[src/verilog/cic_pkg.sv]
// constants shared by the cpu interrupt controller
package cic_pkg;

    // ****************************************************
    // register addresses on the special function bus
    // ****************************************************
    localparam logic [7:0] CIC_ADDR_TIMER_AND_EDGE_IRQ_CONTROL  = 8'h88;
    localparam logic [7:0] CIC_ADDR_IRQ_ENABLE_THIRD  = 8'h9A;
    localparam logic [7:0] CIC_ADDR_IRQ_ENABLE_FIRST  = 8'hA8;
    localparam logic [7:0] CIC_ADDR_IRQ_ENABLE_SECOND  = 8'hB8;
    localparam logic [7:0] CIC_ADDR_IRQ   = 8'hC0;
    localparam logic [7:0] CIC_ADDR_POL   = 8'hC8;

    // ****************************************************
    // reset values
    // ****************************************************
    localparam logic [7:0] CIC_RST_TIMER_AND_EDGE_IRQ_CONTROL   = 8'h00;
    localparam logic [7:0] CIC_RST_IEN    = 8'h00;
    localparam logic [7:0] CIC_RST_IRQ    = 8'h00;
    localparam logic [7:0] CIC_RST_POL    = 8'h00;
    localparam logic [7:0] CIC_RD_UNMAP   = 8'h00;

    // ****************************************************
    // field positions
    // ****************************************************
    localparam int CIC_B_GLOBAL   = 7;
    localparam int CIC_B_SER0_EN  = 4;
    localparam int CIC_B_T1_EN    = 3;
    localparam int CIC_B_X1_EN    = 2;
    localparam int CIC_B_T0_EN    = 1;
    localparam int CIC_B_X0_EN    = 0;
    localparam int CIC_B_LINE_LO  = 1;
    localparam int CIC_B_SER1_EN  = 0;
    localparam int CIC_B_T1_FLAG  = 7;
    localparam int CIC_B_T0_FLAG  = 5;
    localparam int CIC_B_X1_FLAG  = 3;
    localparam int CIC_B_X1_TYPE  = 2;
    localparam int CIC_B_X0_FLAG  = 1;
    localparam int CIC_B_X0_TYPE  = 0;
    localparam int CIC_B_POL3     = 6;
    localparam int CIC_B_POL2     = 5;
    localparam logic [7:0] CIC_POL_MASK  = 8'h60;
    localparam logic [7:0] CIC_LINE_MASK = 8'h3E;

    // ****************************************************
    // sources, levels and timing in machine cycles
    // ****************************************************
    localparam int CIC_N_SLOT      = 10;
    localparam int CIC_N_LVL       = 4;
    localparam int CIC_CALL_CYCLES = 6;
    localparam int CIC_SL_X0 = 0;
    localparam int CIC_SL_T0 = 1;
    localparam int CIC_SL_X1 = 2;
    localparam int CIC_SL_T1 = 3;
    localparam int CIC_SL_SER = 4;
    localparam int CIC_SL_LINE2 = 5;

    typedef enum logic [1:0] {
        CIC_IDLE = 2'b01,
        CIC_CALL = 2'b10
    } cic_state_e;

endpackage : cic_pkg

[src/verilog/cic_core.sv]
// cpu interrupt controller: flags, enables, arbitration and forced call
module cic_core
    import cic_pkg::*;
#(
    parameter logic [159:0] VECTORS   = 160'h0048_0043_003B_0033_002B_0023_001B_0013_000B_0003,
    parameter logic [19:0]  SLOT_PRIO = 20'b00_00_01_01_10_10_11_11_11_11
) (
    input  wire logic        clock,
    input  wire logic        sys_rst,
    input  wire logic [7:0]  sfr_addr,
    input  wire logic        sfr_wr,
    input  wire logic        sfr_rd,
    input  wire logic [7:0]  sfr_wdata,
    output logic      [7:0]  sfr_rdata,
    input  wire logic        ext_input_zero,
    input  wire logic        ext_input_one,
    input  wire logic        ext_line_two,
    input  wire logic        ext_line_three,
    input  wire logic [2:0]  periph_line,
    input  wire logic        timer_zero_ovf,
    input  wire logic        timer_one_ovf,
    input  wire logic        serial_zero_req,
    input  wire logic        serial_one_req,
    input  wire logic        instr_boundary,
    input  wire logic        return_from_interrupt,
    output logic             long_subroutine_call,
    output logic      [15:0] call_vector,
    output logic      [3:0]  call_slot,
    output logic             call_busy,
    output logic      [3:0]  service_levels
);

    // ****************************************************
    // storage
    // ****************************************************
    logic [7:0]            timer_and_edge_irq_control_q;
    logic [7:0]            irq_enable_first_q;
    logic [7:0]            irq_enable_second_q;
    logic [7:0]            irq_enable_third_q;
    logic [7:0]            irq_q;
    logic [7:0]            pol_q;
    logic [7:0]            rdata_q;
    logic [4:0]            line_prev_q;
    logic [1:0]            inp_prev_q;
    logic [CIC_N_SLOT-1:0] samp_q;
    logic [CIC_N_LVL-1:0]  svc_q;
    cic_state_e            state_q;
    logic [2:0]            cnt_q;
    logic                  call_q;
    logic [15:0]           vec_q;
    logic [3:0]            slot_q;
    logic [CIC_N_SLOT-1:0] raw_flags;
    logic [CIC_N_SLOT-1:0] armed;
    logic [4:0]            pick;
    logic                  take;
    logic [4:0]            line_edge;
    logic [1:0]            inp_fall;
    logic [CIC_N_SLOT-1:0] ack_clr;

    // ****************************************************
    // helpers
    // ****************************************************
    function automatic logic [1:0] prio_of(input logic [3:0] s);
        prio_of = SLOT_PRIO[2*s +: 2];
    endfunction : prio_of

    // 0 when idle, else level of deepest active service plus one
    function automatic logic [2:0] floor_of(input logic [CIC_N_LVL-1:0] sv);
        floor_of = 3'h0;
        for (int l = 0; l < CIC_N_LVL; l++) begin
            if (sv[l]) begin
                floor_of = 3'(l + 1);
            end
        end
    endfunction : floor_of

    // ****************************************************
    // raw flags, gating and arbitration
    // ****************************************************
    assign raw_flags = {irq_q[5:1],
                        serial_zero_req | serial_one_req,
                        timer_and_edge_irq_control_q[CIC_B_T1_FLAG], timer_and_edge_irq_control_q[CIC_B_X1_FLAG],
                        timer_and_edge_irq_control_q[CIC_B_T0_FLAG], timer_and_edge_irq_control_q[CIC_B_X0_FLAG]};

    // watchdog bits and timer run bits take no part here
    always_comb begin
        armed = {irq_enable_second_q[5:1] & samp_q[9:5],
                 (serial_zero_req & irq_enable_first_q[CIC_B_SER0_EN])
                   | (serial_one_req & irq_enable_third_q[CIC_B_SER1_EN]),
                 samp_q[3] & irq_enable_first_q[CIC_B_T1_EN],
                 samp_q[2] & irq_enable_first_q[CIC_B_X1_EN],
                 samp_q[1] & irq_enable_first_q[CIC_B_T0_EN],
                 samp_q[0] & irq_enable_first_q[CIC_B_X0_EN]};
        armed = armed & {CIC_N_SLOT{samp_q[CIC_SL_SER]}} | armed & ~(CIC_N_SLOT'(1) << CIC_SL_SER);
        if (!irq_enable_first_q[CIC_B_GLOBAL]) begin
            armed = '0;
        end
    end

    // highest priority above the active floor, lowest slot on ties
    always_comb begin
        pick = 5'h00;
        for (int s = CIC_N_SLOT - 1; s >= 0; s--) begin
            if (armed[s] && ({1'b0, prio_of(4'(s))} + 3'h1 > floor_of(svc_q))
                && (!pick[4] || prio_of(4'(s)) >= prio_of(pick[3:0]))) begin
                pick = {1'b1, 4'(s)};
            end
        end
    end

    assign take = (state_q == CIC_IDLE) && instr_boundary && pick[4];

    always_comb begin
        ack_clr = '0;
        if (take) begin
            ack_clr[pick[3:0]] = 1'b1;
        end
    end

    assign line_edge = {periph_line & ~line_prev_q[4:2],
                        (ext_line_three ~^ pol_q[CIC_B_POL3]) & (line_prev_q[1] ^ ext_line_three),
                        (ext_line_two ~^ pol_q[CIC_B_POL2]) & (line_prev_q[0] ^ ext_line_two)};
    assign inp_fall  = inp_prev_q & ~{ext_input_one, ext_input_zero};

    // ****************************************************
    // special function registers
    // ****************************************************
    always_ff @(posedge clock) begin
        if (sys_rst) begin
            irq_enable_first_q <= CIC_RST_IEN;
            irq_enable_second_q <= CIC_RST_IEN;
            irq_enable_third_q <= CIC_RST_IEN;
            pol_q  <= CIC_RST_POL;
        end else if (sfr_wr) begin
            if (sfr_addr == CIC_ADDR_IRQ_ENABLE_FIRST) begin
                irq_enable_first_q <= sfr_wdata;
            end
            if (sfr_addr == CIC_ADDR_IRQ_ENABLE_SECOND) begin
                irq_enable_second_q <= sfr_wdata;
            end
            if (sfr_addr == CIC_ADDR_IRQ_ENABLE_THIRD) begin
                irq_enable_third_q <= sfr_wdata;
            end
            if (sfr_addr == CIC_ADDR_POL) begin
                pol_q <= sfr_wdata & CIC_POL_MASK;
            end
        end
    end

    // hardware set is written last so it wins over a same-cycle clear
    always_ff @(posedge clock) begin
        if (sys_rst) begin
            timer_and_edge_irq_control_q <= CIC_RST_TIMER_AND_EDGE_IRQ_CONTROL;
        end else begin
            if (sfr_wr && sfr_addr == CIC_ADDR_TIMER_AND_EDGE_IRQ_CONTROL) begin
                timer_and_edge_irq_control_q <= sfr_wdata;
            end
            if (ack_clr[CIC_SL_T0]) begin
                timer_and_edge_irq_control_q[CIC_B_T0_FLAG] <= 1'b0;
            end
            if (ack_clr[CIC_SL_T1]) begin
                timer_and_edge_irq_control_q[CIC_B_T1_FLAG] <= 1'b0;
            end
            if (ack_clr[CIC_SL_X0]) begin
                timer_and_edge_irq_control_q[CIC_B_X0_FLAG] <= 1'b0;
            end
            if (ack_clr[CIC_SL_X1]) begin
                timer_and_edge_irq_control_q[CIC_B_X1_FLAG] <= 1'b0;
            end
            if (timer_zero_ovf) begin
                timer_and_edge_irq_control_q[CIC_B_T0_FLAG] <= 1'b1;
            end
            if (timer_one_ovf) begin
                timer_and_edge_irq_control_q[CIC_B_T1_FLAG] <= 1'b1;
            end
            if (timer_and_edge_irq_control_q[CIC_B_X0_TYPE]) begin
                if (inp_fall[0]) begin
                    timer_and_edge_irq_control_q[CIC_B_X0_FLAG] <= 1'b1;
                end
            end else begin
                timer_and_edge_irq_control_q[CIC_B_X0_FLAG] <= ~ext_input_zero;
            end
            if (timer_and_edge_irq_control_q[CIC_B_X1_TYPE]) begin
                if (inp_fall[1]) begin
                    timer_and_edge_irq_control_q[CIC_B_X1_FLAG] <= 1'b1;
                end
            end else begin
                timer_and_edge_irq_control_q[CIC_B_X1_FLAG] <= ~ext_input_one;
            end
        end
    end

    always_ff @(posedge clock) begin
        if (sys_rst) begin
            irq_q <= CIC_RST_IRQ;
        end else begin
            irq_q <= (sfr_wr && sfr_addr == CIC_ADDR_IRQ) ? (sfr_wdata & CIC_LINE_MASK)
                     : (irq_q & ~{2'b00, ack_clr[9:5], 1'b0});
            for (int k = 0; k < 5; k++) begin
                if (line_edge[k]) begin
                    irq_q[CIC_B_LINE_LO + k] <= 1'b1;
                end
            end
        end
    end

    always_ff @(posedge clock) begin
        if (sys_rst) begin
            line_prev_q <= 5'h00;
            inp_prev_q  <= 2'h3;
        end else begin
            line_prev_q <= {periph_line, ext_line_three, ext_line_two};
            inp_prev_q  <= {ext_input_one, ext_input_zero};
        end
    end

    always_ff @(posedge clock) begin
        if (sys_rst) begin
            rdata_q <= CIC_RD_UNMAP;
        end else if (sfr_rd) begin
            unique case (sfr_addr)
                CIC_ADDR_TIMER_AND_EDGE_IRQ_CONTROL: rdata_q <= timer_and_edge_irq_control_q;
                CIC_ADDR_IRQ_ENABLE_FIRST: rdata_q <= irq_enable_first_q;
                CIC_ADDR_IRQ_ENABLE_SECOND: rdata_q <= irq_enable_second_q;
                CIC_ADDR_IRQ_ENABLE_THIRD: rdata_q <= irq_enable_third_q;
                CIC_ADDR_IRQ:  rdata_q <= irq_q;
                CIC_ADDR_POL:  rdata_q <= pol_q;
                default:       rdata_q <= CIC_RD_UNMAP;
            endcase
        end
    end

    // ****************************************************
    // sampling, forced call and service levels
    // ****************************************************
    always_ff @(posedge clock) begin
        if (sys_rst) begin
            samp_q <= '0;
        end else begin
            samp_q <= raw_flags;
        end
    end

    always_ff @(posedge clock) begin
        if (sys_rst) begin
            state_q <= CIC_IDLE;
            cnt_q   <= 3'h0;
            call_q  <= 1'b0;
            vec_q   <= 16'h0000;
            slot_q  <= 4'h0;
        end else begin
            call_q <= take;
            unique case (state_q)
                CIC_IDLE: begin
                    if (take) begin
                        state_q <= CIC_CALL;
                        cnt_q   <= 3'(CIC_CALL_CYCLES - 1);
                        vec_q   <= VECTORS[16*pick[3:0] +: 16];
                        slot_q  <= pick[3:0];
                    end
                end
                CIC_CALL: begin
                    if (cnt_q == 3'h0) begin
                        state_q <= CIC_IDLE;
                    end else begin
                        cnt_q <= cnt_q - 3'h1;
                    end
                end
            endcase
        end
    end

    // a return with nothing active is ignored
    always_ff @(posedge clock) begin
        if (sys_rst) begin
            svc_q <= '0;
        end else if (take) begin
            svc_q[prio_of(pick[3:0])] <= 1'b1;
        end else if (return_from_interrupt && floor_of(svc_q) != 3'h0) begin
            svc_q[2'(floor_of(svc_q) - 3'h1)] <= 1'b0;
        end
    end

    assign sfr_rdata            = rdata_q;
    assign long_subroutine_call = call_q;
    assign call_vector          = vec_q;
    assign call_slot            = slot_q;
    assign call_busy            = state_q[1];
    assign service_levels       = svc_q;
endmodule : cic_core

[config.mk]
export PLATFORM = sky130hd
export DESIGN_NAME = cic_core
export DESIGN_NICKNAME = d
export VERILOG_FILES = /design/src/verilog/cic_pkg.sv /design/src/verilog/cic_core.sv
export SDC_FILE = /design/constraint.sdc
export NUM_CORES = 1
export LEC_CHECK = 0
export ABC_AREA = 1
export BUFFER_PORTS_ARGS = -buffer_cell sky130_fd_sc_hd__buf_2
export CORE_ASPECT_RATIO = 1.1
export CORE_MARGIN = 2
export CORE_UTILIZATION = 28
export CTS_BUF_LIST = sky130_fd_sc_hd__clkbuf_16
export CTS_CLUSTER_DIAMETER = 120
export DETAILED_ROUTE_END_ITERATION = 7
export GPL_ROUTABILITY_DRIVEN = 0
export MAX_ROUTING_LAYER = met4
export PLACE_DENSITY = 0.51
export RECOVER_POWER = 25
export SLEW_MARGIN = 20
export SYNTH_ARGS = -nofsm -noshare
export SYNTH_HDL_FRONTEND = slang
export SYNTH_SLANG_ARGS = --single-unit
[constraint.sdc]
create_clock -name clock -period 5 [get_ports clock]
set_clock_uncertainty 0.15 [all_clocks]
set_input_delay 1 -clock clock [delete_from_list [all_inputs] [get_ports clock]]
set_output_delay 1 -clock clock [all_outputs]
set_load 0.1 [all_outputs]
Yosys cells after proc, flatten, opt, wreduce, memory -nomap -nowiden
Cells that the tools add are included.

word-level totals
  input port bits = 33
  output and inout bits = 34
  word-level logic and storage cells = 205
  bits in registers = 97

cells by class
  order comparisons = 19
  reductions and logical operators = 58
  $add $sub $neg = 2
  shift operators = 11
  muxes and demuxes = 53
  bitwise operators = 28
  eq/ne operators = 13

operators with widths
  cell                                                                                 count
  20-bit by 6-bit variable part select with 2-bit output (first input constant)        10
  160-bit by 9-bit variable part select with 16-bit output (first input constant)      1
  5-bit 2-to-1 mux                                                                     10
  8-bit equality test (second input constant)                                          6
  8-bit one-hot mux with 6 select lines                                                1
  1-bit logical AND                                                                    27
  3-bit 2-to-1 mux                                                                     7
  10-bit 2-to-1 mux                                                                    2
  1-bit 2-to-1 mux                                                                     19
  2-bit AND reduction                                                                  7
  2-bit greater-or-equal comparator (first input constant)                             6
  10-bit bitwise AND                                                                   1
  2-bit 2-to-1 mux                                                                     5
  10-bit bitwise OR                                                                    1
  1-bit zero test                                                                      9
  1-bit logical OR                                                                     9
  3-bit nonzero test                                                                   3
  1-bit bitwise AND                                                                    8
  8-bit bitwise AND                                                                    1
  4-bit 2-to-1 mux                                                                     2
  8-bit 2-to-1 mux                                                                     1
  4-bit by 1-bit != test with 1-bit output (second input constant)                     2
  6-bit NOT with 8-bit output                                                          1
  1-bit by 2-bit greater-or-equal comparator with 1-bit output (first input constant)  3
  32 further kinds                                                                     42

Longest topological paths before layout
Gate-level depths: netlist of run 1.

  depth in word-level cells = 69
  gate-level depth with buffers = 16
  depth with buffers taken out = 16

Worst setup path before layout of run 1
Ideal clock, no wire load.

  kind = register -> output
  start = register vec_q[1] (netlist: call_vector[1])
  end = output call_vector[1]
  stages on the path, launching flop included = 2
  slack = 2.476 ns
  arrival = 1.374 ns
  required time = 3.850 ns
  path buffers = 1
  cells stage by stage = dfxtp_1 buf_4

RTL lines
  element                 RTL line         text
  from (decl)             cic_core.sv:50   logic [15:0] vec_q;
  from (signal assigned)  cic_core.sv:258  vec_q <= VECTORS[16*pick[3:0] +: 16];
  to (decl)               cic_core.sv:27   output logic [15:0] call_vector,

No word-level cell between the ends.

Worst setup path after layout of run 1
  start = input sys_rst
  end = register vec_q[1] (netlist: call_vector[1])

RTL lines
  element      RTL line       text
  from (decl)  cic_core.sv:9  input wire logic sys_rst,

No word-level cell between the ends.

==> impl_results.md, run 1 <==
- Int Pwr: between 0.001 and 0.0015 W
- Kind of critical path: input port to register
- CTS Buffer Depth: 2
- Top cell type's share of synthesized area: between 40% and 50%
- Sequential area share after synthesis: between 40 and 50%
- Synth warn: 0
- Clock Sinks: between 80 and 90
- Worst-path clk slew: 0.06 ns
- WP data required: ~5 ns
- Die Wd: 115 um
- Antenna Cells: 0
- Async SR Flop Fraction: 0%
- Std cell rows: between 40 and 50
- Min cycle time layout: approximately 3 ns
- Switching power: between 0.0003 and 0.0004 W
- Cts bufs inserted: 9
- H-tree levels: 3
- Post-CTS Setup Inserts: 0
- Least-Margin Pin Slew: ~1.2 ns
- Endpoints failing setup: 0
- Die area: around 14000 um2
- Clk root buf: clkbuf_16
- Seq pwr share: between 40% and 50%
- Utilization after layout: about a third
- Final Net Count: 591
- Post-route cell area: between 4000 and 5000 um2
- Clk pwr share: between 40 and 50%
- DR pass1 iterations: 4
- RSZ-0062 raised after global routing: false
- Hold WC Path Type: register to register
- Max cap viols: 0
- Sw Share: between 20% and 30%
- Status: completed
- Share of layout cells above drive strength 1: 18.4%
- WL/cell: between 10 and 15 um
- Cell Area, Synth: approximately 3800 um2
- Routed Antenna Nets: 0
- Post-synth EDFFs: 0
- Vias: 3377
- Post-DP HPWL: between 7000 and 8000 um
- GRT Total Usage: 15.2%
- First-pass GRT wire length: ~16000 um
- Initial drt markers: just under 200
- Max Slew Vio Count: 0
- Gate Count Post-Synth: 503
- Maximum vdd ir drop: between 0.0001 and 0.00015 V
- Synth cell types: 37
- Hold buffer count at cts: 0
- Crit path DAT: around 3 ns
- Port buffer count: 56
- Synthesis-to-layout area growth: 18.2%
- FMAX: roughly 330 MHz
- Final Cycle Share: ~60%
- Via/cell ratio: about 4.7
- Worst skew pair latency: around 0.34 ns
- WHS: between 0.2 and 0.3 ns
- Die height: 126 um
- CTS resizes: 0
- Final WL: between 10000 and 15000 um
- #FFs+latches synth: 83
- Syn avg cell area: about 7.5 um2
- Combinational Power Share: under 10%
- Vias in the first global route: 3204
- Cell taking the most area after synthesis: dfxtp_1
- Dominant synthesized flop cell: dfxtp_1
- Final Power: about 0.0015 W
- Initial antenna violation count: 0
- Crit start category: input port
- Core Area: around 13000 um2
- Count leader, synth: dfxtp_1
- CP Capture Type: register
- Crit-path max FO: 47
- Slew headroom: between 20% and 30%
- Leakage: between 1.5 and 2 nW
- # DRC: 0
- Gr ovfl total: 0
- Ports: 67
- Area post-placement: ~4100 um2
- List of most frequent post-synthesis cells: dfxtp_1 (83), inv_1 (73), nand2_1 (71), a21oi_1 (54), nor2_1 (42)
- Final hold violations: 0
- Largest net degree at the start of global routing: 48
- Top cells by area, synth: dfxtp_1 (44%), inv_1 (7.3%), a21oi_1 (7.2%)
- PwrDens: around 350 nW/um2
- Final TNS setup: 0 ns
- CTS tree: yes
- Starting Density: ~29%
-- metrics by stage --
stage | instances | setup slack, ns
detailed placement | 706 | 1.62
global route | 722 | 1.76
finish | 722 | 2.01
floorplan | 512 | 2.48
CTS | 722 | 1.98
global placement | 706 | 1.67
-- power groups by stage --
stage               logic [W]  registers [W]  clock network (W)
floorplan           0.0000956       0.000707                  0
global placement     0.000133       0.000700                  0
detailed placement   0.000135       0.000700                  0
CTS                  0.000135       0.000685           0.000738
global route         0.000148       0.000686           0.000767
finish               0.000134       0.000685           0.000724
-- layout by cell type (no fill, tap or decap), types with 3 or more instances in the layout --
cell type  count
nor3_1         5
conb_1        10
buf_2         49
a21oi_1       54
o22ai_1       15
o211ai_1       3
inv_1         73
nand2_4        3
nor2_4         4
o31ai_1        6
nor2_1        43
nand2_2        8
a21oi_2        4
dfxtp_1       83
nor2_2         5
o21ai_0       34
clkbuf_1       7
nand4_1        7
clkbuf_16      9
nand3_1       36
nand2_1       72
inv_2          4
-- flip-flops by register name (all words and copies together) (netlist names), 4 cells and up --
name and count:
irq_enable_first_q 8, irq_enable_second_q 8, line_prev_q 5, sfr_rdata 8, timer_and_edge_irq_control_q 8, service_levels 4, irq_enable_third_q 8, call_slot 4
samp_q 10, irq_q 5, call_vector 5
-- kinds of logic after synthesis --
kind of cell / after synthesis / synth area share [%]
flops: 83 / 44.1
other cells: 1 / 0.0996
buf+inv: 103 / 11.7
compound gates: 122 / 18.1
fa+ha+maj: 2 / 0.665
simple gates: 192 / 25.2
-- worst max-delay path: stages --
cell and delay, ns:
buf_2 0.07, buf_4 0.49, clkinv_1 1.02, o211ai_1 0.41
inv_1 0.07
-- final cells by class --
cell class | count | area, um2
fillers | 1397 | 8710
inverters | 79 | 298
well taps | 161 | 201
flip-flops and latches | 83 | 1660
multi-input cells | 326 | 1690
clock buffers | 9 | 225
repair buffers | 57 | 279
clock inverters | 7 | 100
-- layer usage --
| metal | up-vias | part of all wire (%) | track usage (%) | wire length (um) |
|---|---|---|---|---|
| met2 | 60 | 49 | 24.3 | 5080 |
| met5 | - | 0 | - | 0 |
| met1 | 1564 | 44 | 19.0 | 4570 |
| li1 | 1742 | - | - | - |
| met3 | 11 | 4.3 | 2.45 | 438 |
| met4 | 0 | 1.9 | 6.17 | 197 |
-- path summary, 6_finish.rpt --
kind / cells after the start / startpoint / slack, ns / endpoint
setup / recovery: 5 / sys_rst / 2.01 / call_vector[1]$_SDFFE_PP0P_
hold / removal: 2 / irq_enable_second_q[0]$_SDFFE_PP0P_ / 0.30 / irq_enable_second_q[0]$_SDFFE_PP0P_
setup reg to reg: 12 / service_levels[3]$_SDFFE_PP0P_ / 2.27 / cnt_q[1]$_SDFFE_PP0P_
hold reg to reg: 2 / irq_enable_second_q[0]$_SDFFE_PP0P_ / 0.30 / irq_enable_second_q[0]$_SDFFE_PP0P_
(Power assumes the default switching activity.)
==> inputs of run 2 (changes only) <==
--- a/config.mk
+++ b/config.mk
@@ -15,7 +15,7 @@
 export DETAILED_ROUTE_END_ITERATION = 7
 export GPL_ROUTABILITY_DRIVEN = 0
 export MAX_ROUTING_LAYER = met4
-export PLACE_DENSITY = 0.51
+export PLACE_DENSITY = 0.52
 export RECOVER_POWER = 25
 export SLEW_MARGIN = 20
 export SYNTH_ARGS = -nofsm -noshare
==> constraint.sdc (replaced) <==
create_clock -name clock -period 2.43 [get_ports clock]
set_clock_uncertainty 0.15 [all_clocks]
set_input_delay 0.486 -clock clock [delete_from_list [all_inputs] [get_ports clock]]
set_output_delay 0.486 -clock clock [all_outputs]
set_load 0.1 [all_outputs]
==> impl_results.md, run 2 (synthesis results as in run 1) <==
- Status: completed
- Final Net Count: 597
- Switching power: 0.000788 W
- Max Slew Vio Count: 0
- Post-CTS Setup Inserts: 0
- Die area: approximately 14000 um2
- Crit path DAT: around 1.5 ns
- Routed Antenna Nets: 0
- Leakage: about 1.9 nW
- Hold WC Path Type: input port to register
- Utilization after layout: about a third
- Core Area: between 10000 and 15000 um2
- WHS: slightly above 0.2 ns
- Commonest non-fill, non-tap cell in the layout: dfxtp_1
- PwrDens: about 680 nW/um2
- Least-Margin Pin Slew: ~1.2 ns
- Int Pwr: ~0.0023 W
- Clk root buf: clkbuf_16
- Sw Share: around a quarter
- Reg2reg end: irq_q[5]$_SDFF_PP0_
- Starting Density: 28.6%
- Min cycle time layout: 2.17 ns
- Top delay family on crit path: buffers and inverters
- CP Launch Point: call_vector[4]$_SDFFE_PP0P_
- Seq pwr share: between 40 and 50%
- DR pass1 iterations: 4
- Final WL: slightly above 10000 um
- GRT busiest layer: met2
- Clock Sinks: between 80 and 90
- Fillcell total: ~1400
- Largest net degree at the start of global routing: between 40 and 50
- Cts bufs inserted: 9
- Final hold violations: 0
- Crit-path max FO: 2
- Via/cell ratio: between 4 and 5
- WP data required: approximately 1.8 ns
- Number of cells on the critical path: 1
- Vias: roughly 3400
- Area post-placement: 4190 um2
- Slew headroom: between 20 and 25%
- Share of layout cells above drive strength 1: about a fifth
- CTS Buffer Depth: 2
- CP Capture Type: primary output
- Die height: around 130 um
- Met1 Usage GRT: around a fifth
- Worst Reg-to-Reg Cells: 10
- Cells along the critical path: clkbuf_1
- Biggest register: samp_q
- Post-route cell area: ~4500 um2
- CP max-delay cell: clkbuf_1
- Worst skew pair latency: roughly 0.34 ns
- Ports: 67
- CTS tree: yes
- Final TNS setup: 0 ns
- Most frequent cells in the layout: dfxtp_1 (81), inv_1 (74), nand2_1 (71)
- Maximum vdd ir drop: between 0.0003 and 0.0004 V
- Met2 GRT Util: roughly a quarter
- Initial antenna violation count: 0
- H-tree levels: 3
- GRT Total Usage: 15.3%
- Finished Layout Cells: 728
- Worst-path clk slew: approximately 0.06 ns
- Clk pwr share: 44.5%
- First-pass GRT wire length: ~16000 um
- Kind of critical path: register to primary output
- RSZ-0062 raised after global routing: false
- Critical R2R Launch: service_levels[3]$_SDFFE_PP0P_
- WL/cell: 14.2 um
- Global-route met3 utilization: 3.18%
- Gr ovfl total: 0
- Dpl cells: between 700 and 800
- Antenna Cells: 0
- Crit-path max cell delay: ~0.86 ns
- Largest register FFs: 10
- CP Capture Point: call_vector[4]
- FMAX: roughly 460 MHz
- Port buffer count: 56
- Crit start category: register
- Hold buffer count at cts: 0
- # DRC: 0
- Initial drt markers: roughly 270
- CTS resizes: 0
- Endpoints failing setup: 0
- Buf/Inv on CP: 1
- Vias in the first global route: about 3200
- Synthesis-to-layout area growth: 18.8%
- Final Cycle Share: around nine tenths
- Std cell rows: 44
- Max cap viols: 0
- Combinational Power Share: under 10%
- Flop2flop setup slack: roughly 0.35 ns
- Post-DP HPWL: just under 8000 um
- Die Wd: about 110 um
run 2: stage by stage:
stage                     setup WS [ns]  total power (W)
after floorplan                  0.0290          0.00165
after global placement            0.226          0.00172
after detailed placement          0.182          0.00172
after CTS                         0.378          0.00308
after global routing              0.137          0.00317
final                             0.258          0.00304
run 2: cell type report:
class,count,area (um2),share of cell area [%]
Timing Repair Buffer,63,318,7.11
Clock buffer,9,225,5.04
Clock inverter,7,68.8,1.54
Inverter,79,299,6.69
Multi-Input combinational cell,326,1700,37.9
Sequential cell,83,1660,37.2
Tap cell,161,201,4.50
run 2: layer usage:
layer / up-vias / routed length [um]
met1: 1537 / 4780
li1: 1755 / -
met2: 90 / 4820
met4: 0 / 231
met3: 20 / 475
met5: - / 0
run 2: how the worst min path moves through the flow:
stage                                                       from                                   to  slack (ns)  depth (start not counted)
global route                                      periph_line[2]            line_prev_q[4]$_SDFF_PP0_        0.22                          3
floorplan           timer_and_edge_irq_control_q[3]$_SDFFE_PP0P_                 samp_q[2]$_SDFF_PP0_        0.27                          2
finish                                            periph_line[2]            line_prev_q[4]$_SDFF_PP0_        0.21                          3
CTS                                               periph_line[2]            line_prev_q[4]$_SDFF_PP0_        0.21                          3
global placement             irq_enable_second_q[0]$_SDFFE_PP0P_  irq_enable_second_q[0]$_SDFFE_PP0P_        0.28                          2
detailed placement            irq_enable_first_q[5]$_SDFFE_PP0P_   irq_enable_first_q[5]$_SDFFE_PP0P_        0.30                          2
run 2: power by group through the flow:
| stage | clock network [W] | logic (W) | registers [W] |
|---|---|---|---|
| floorplan | 0 | 0.000197 | 0.00146 |
| global placement | 0 | 0.000276 | 0.00144 |
| detailed placement | 0 | 0.000280 | 0.00144 |
| CTS | 0.00139 | 0.000280 | 0.00141 |
| global route | 0.00145 | 0.000305 | 0.00141 |
| finish | 0.00135 | 0.000278 | 0.00141 |
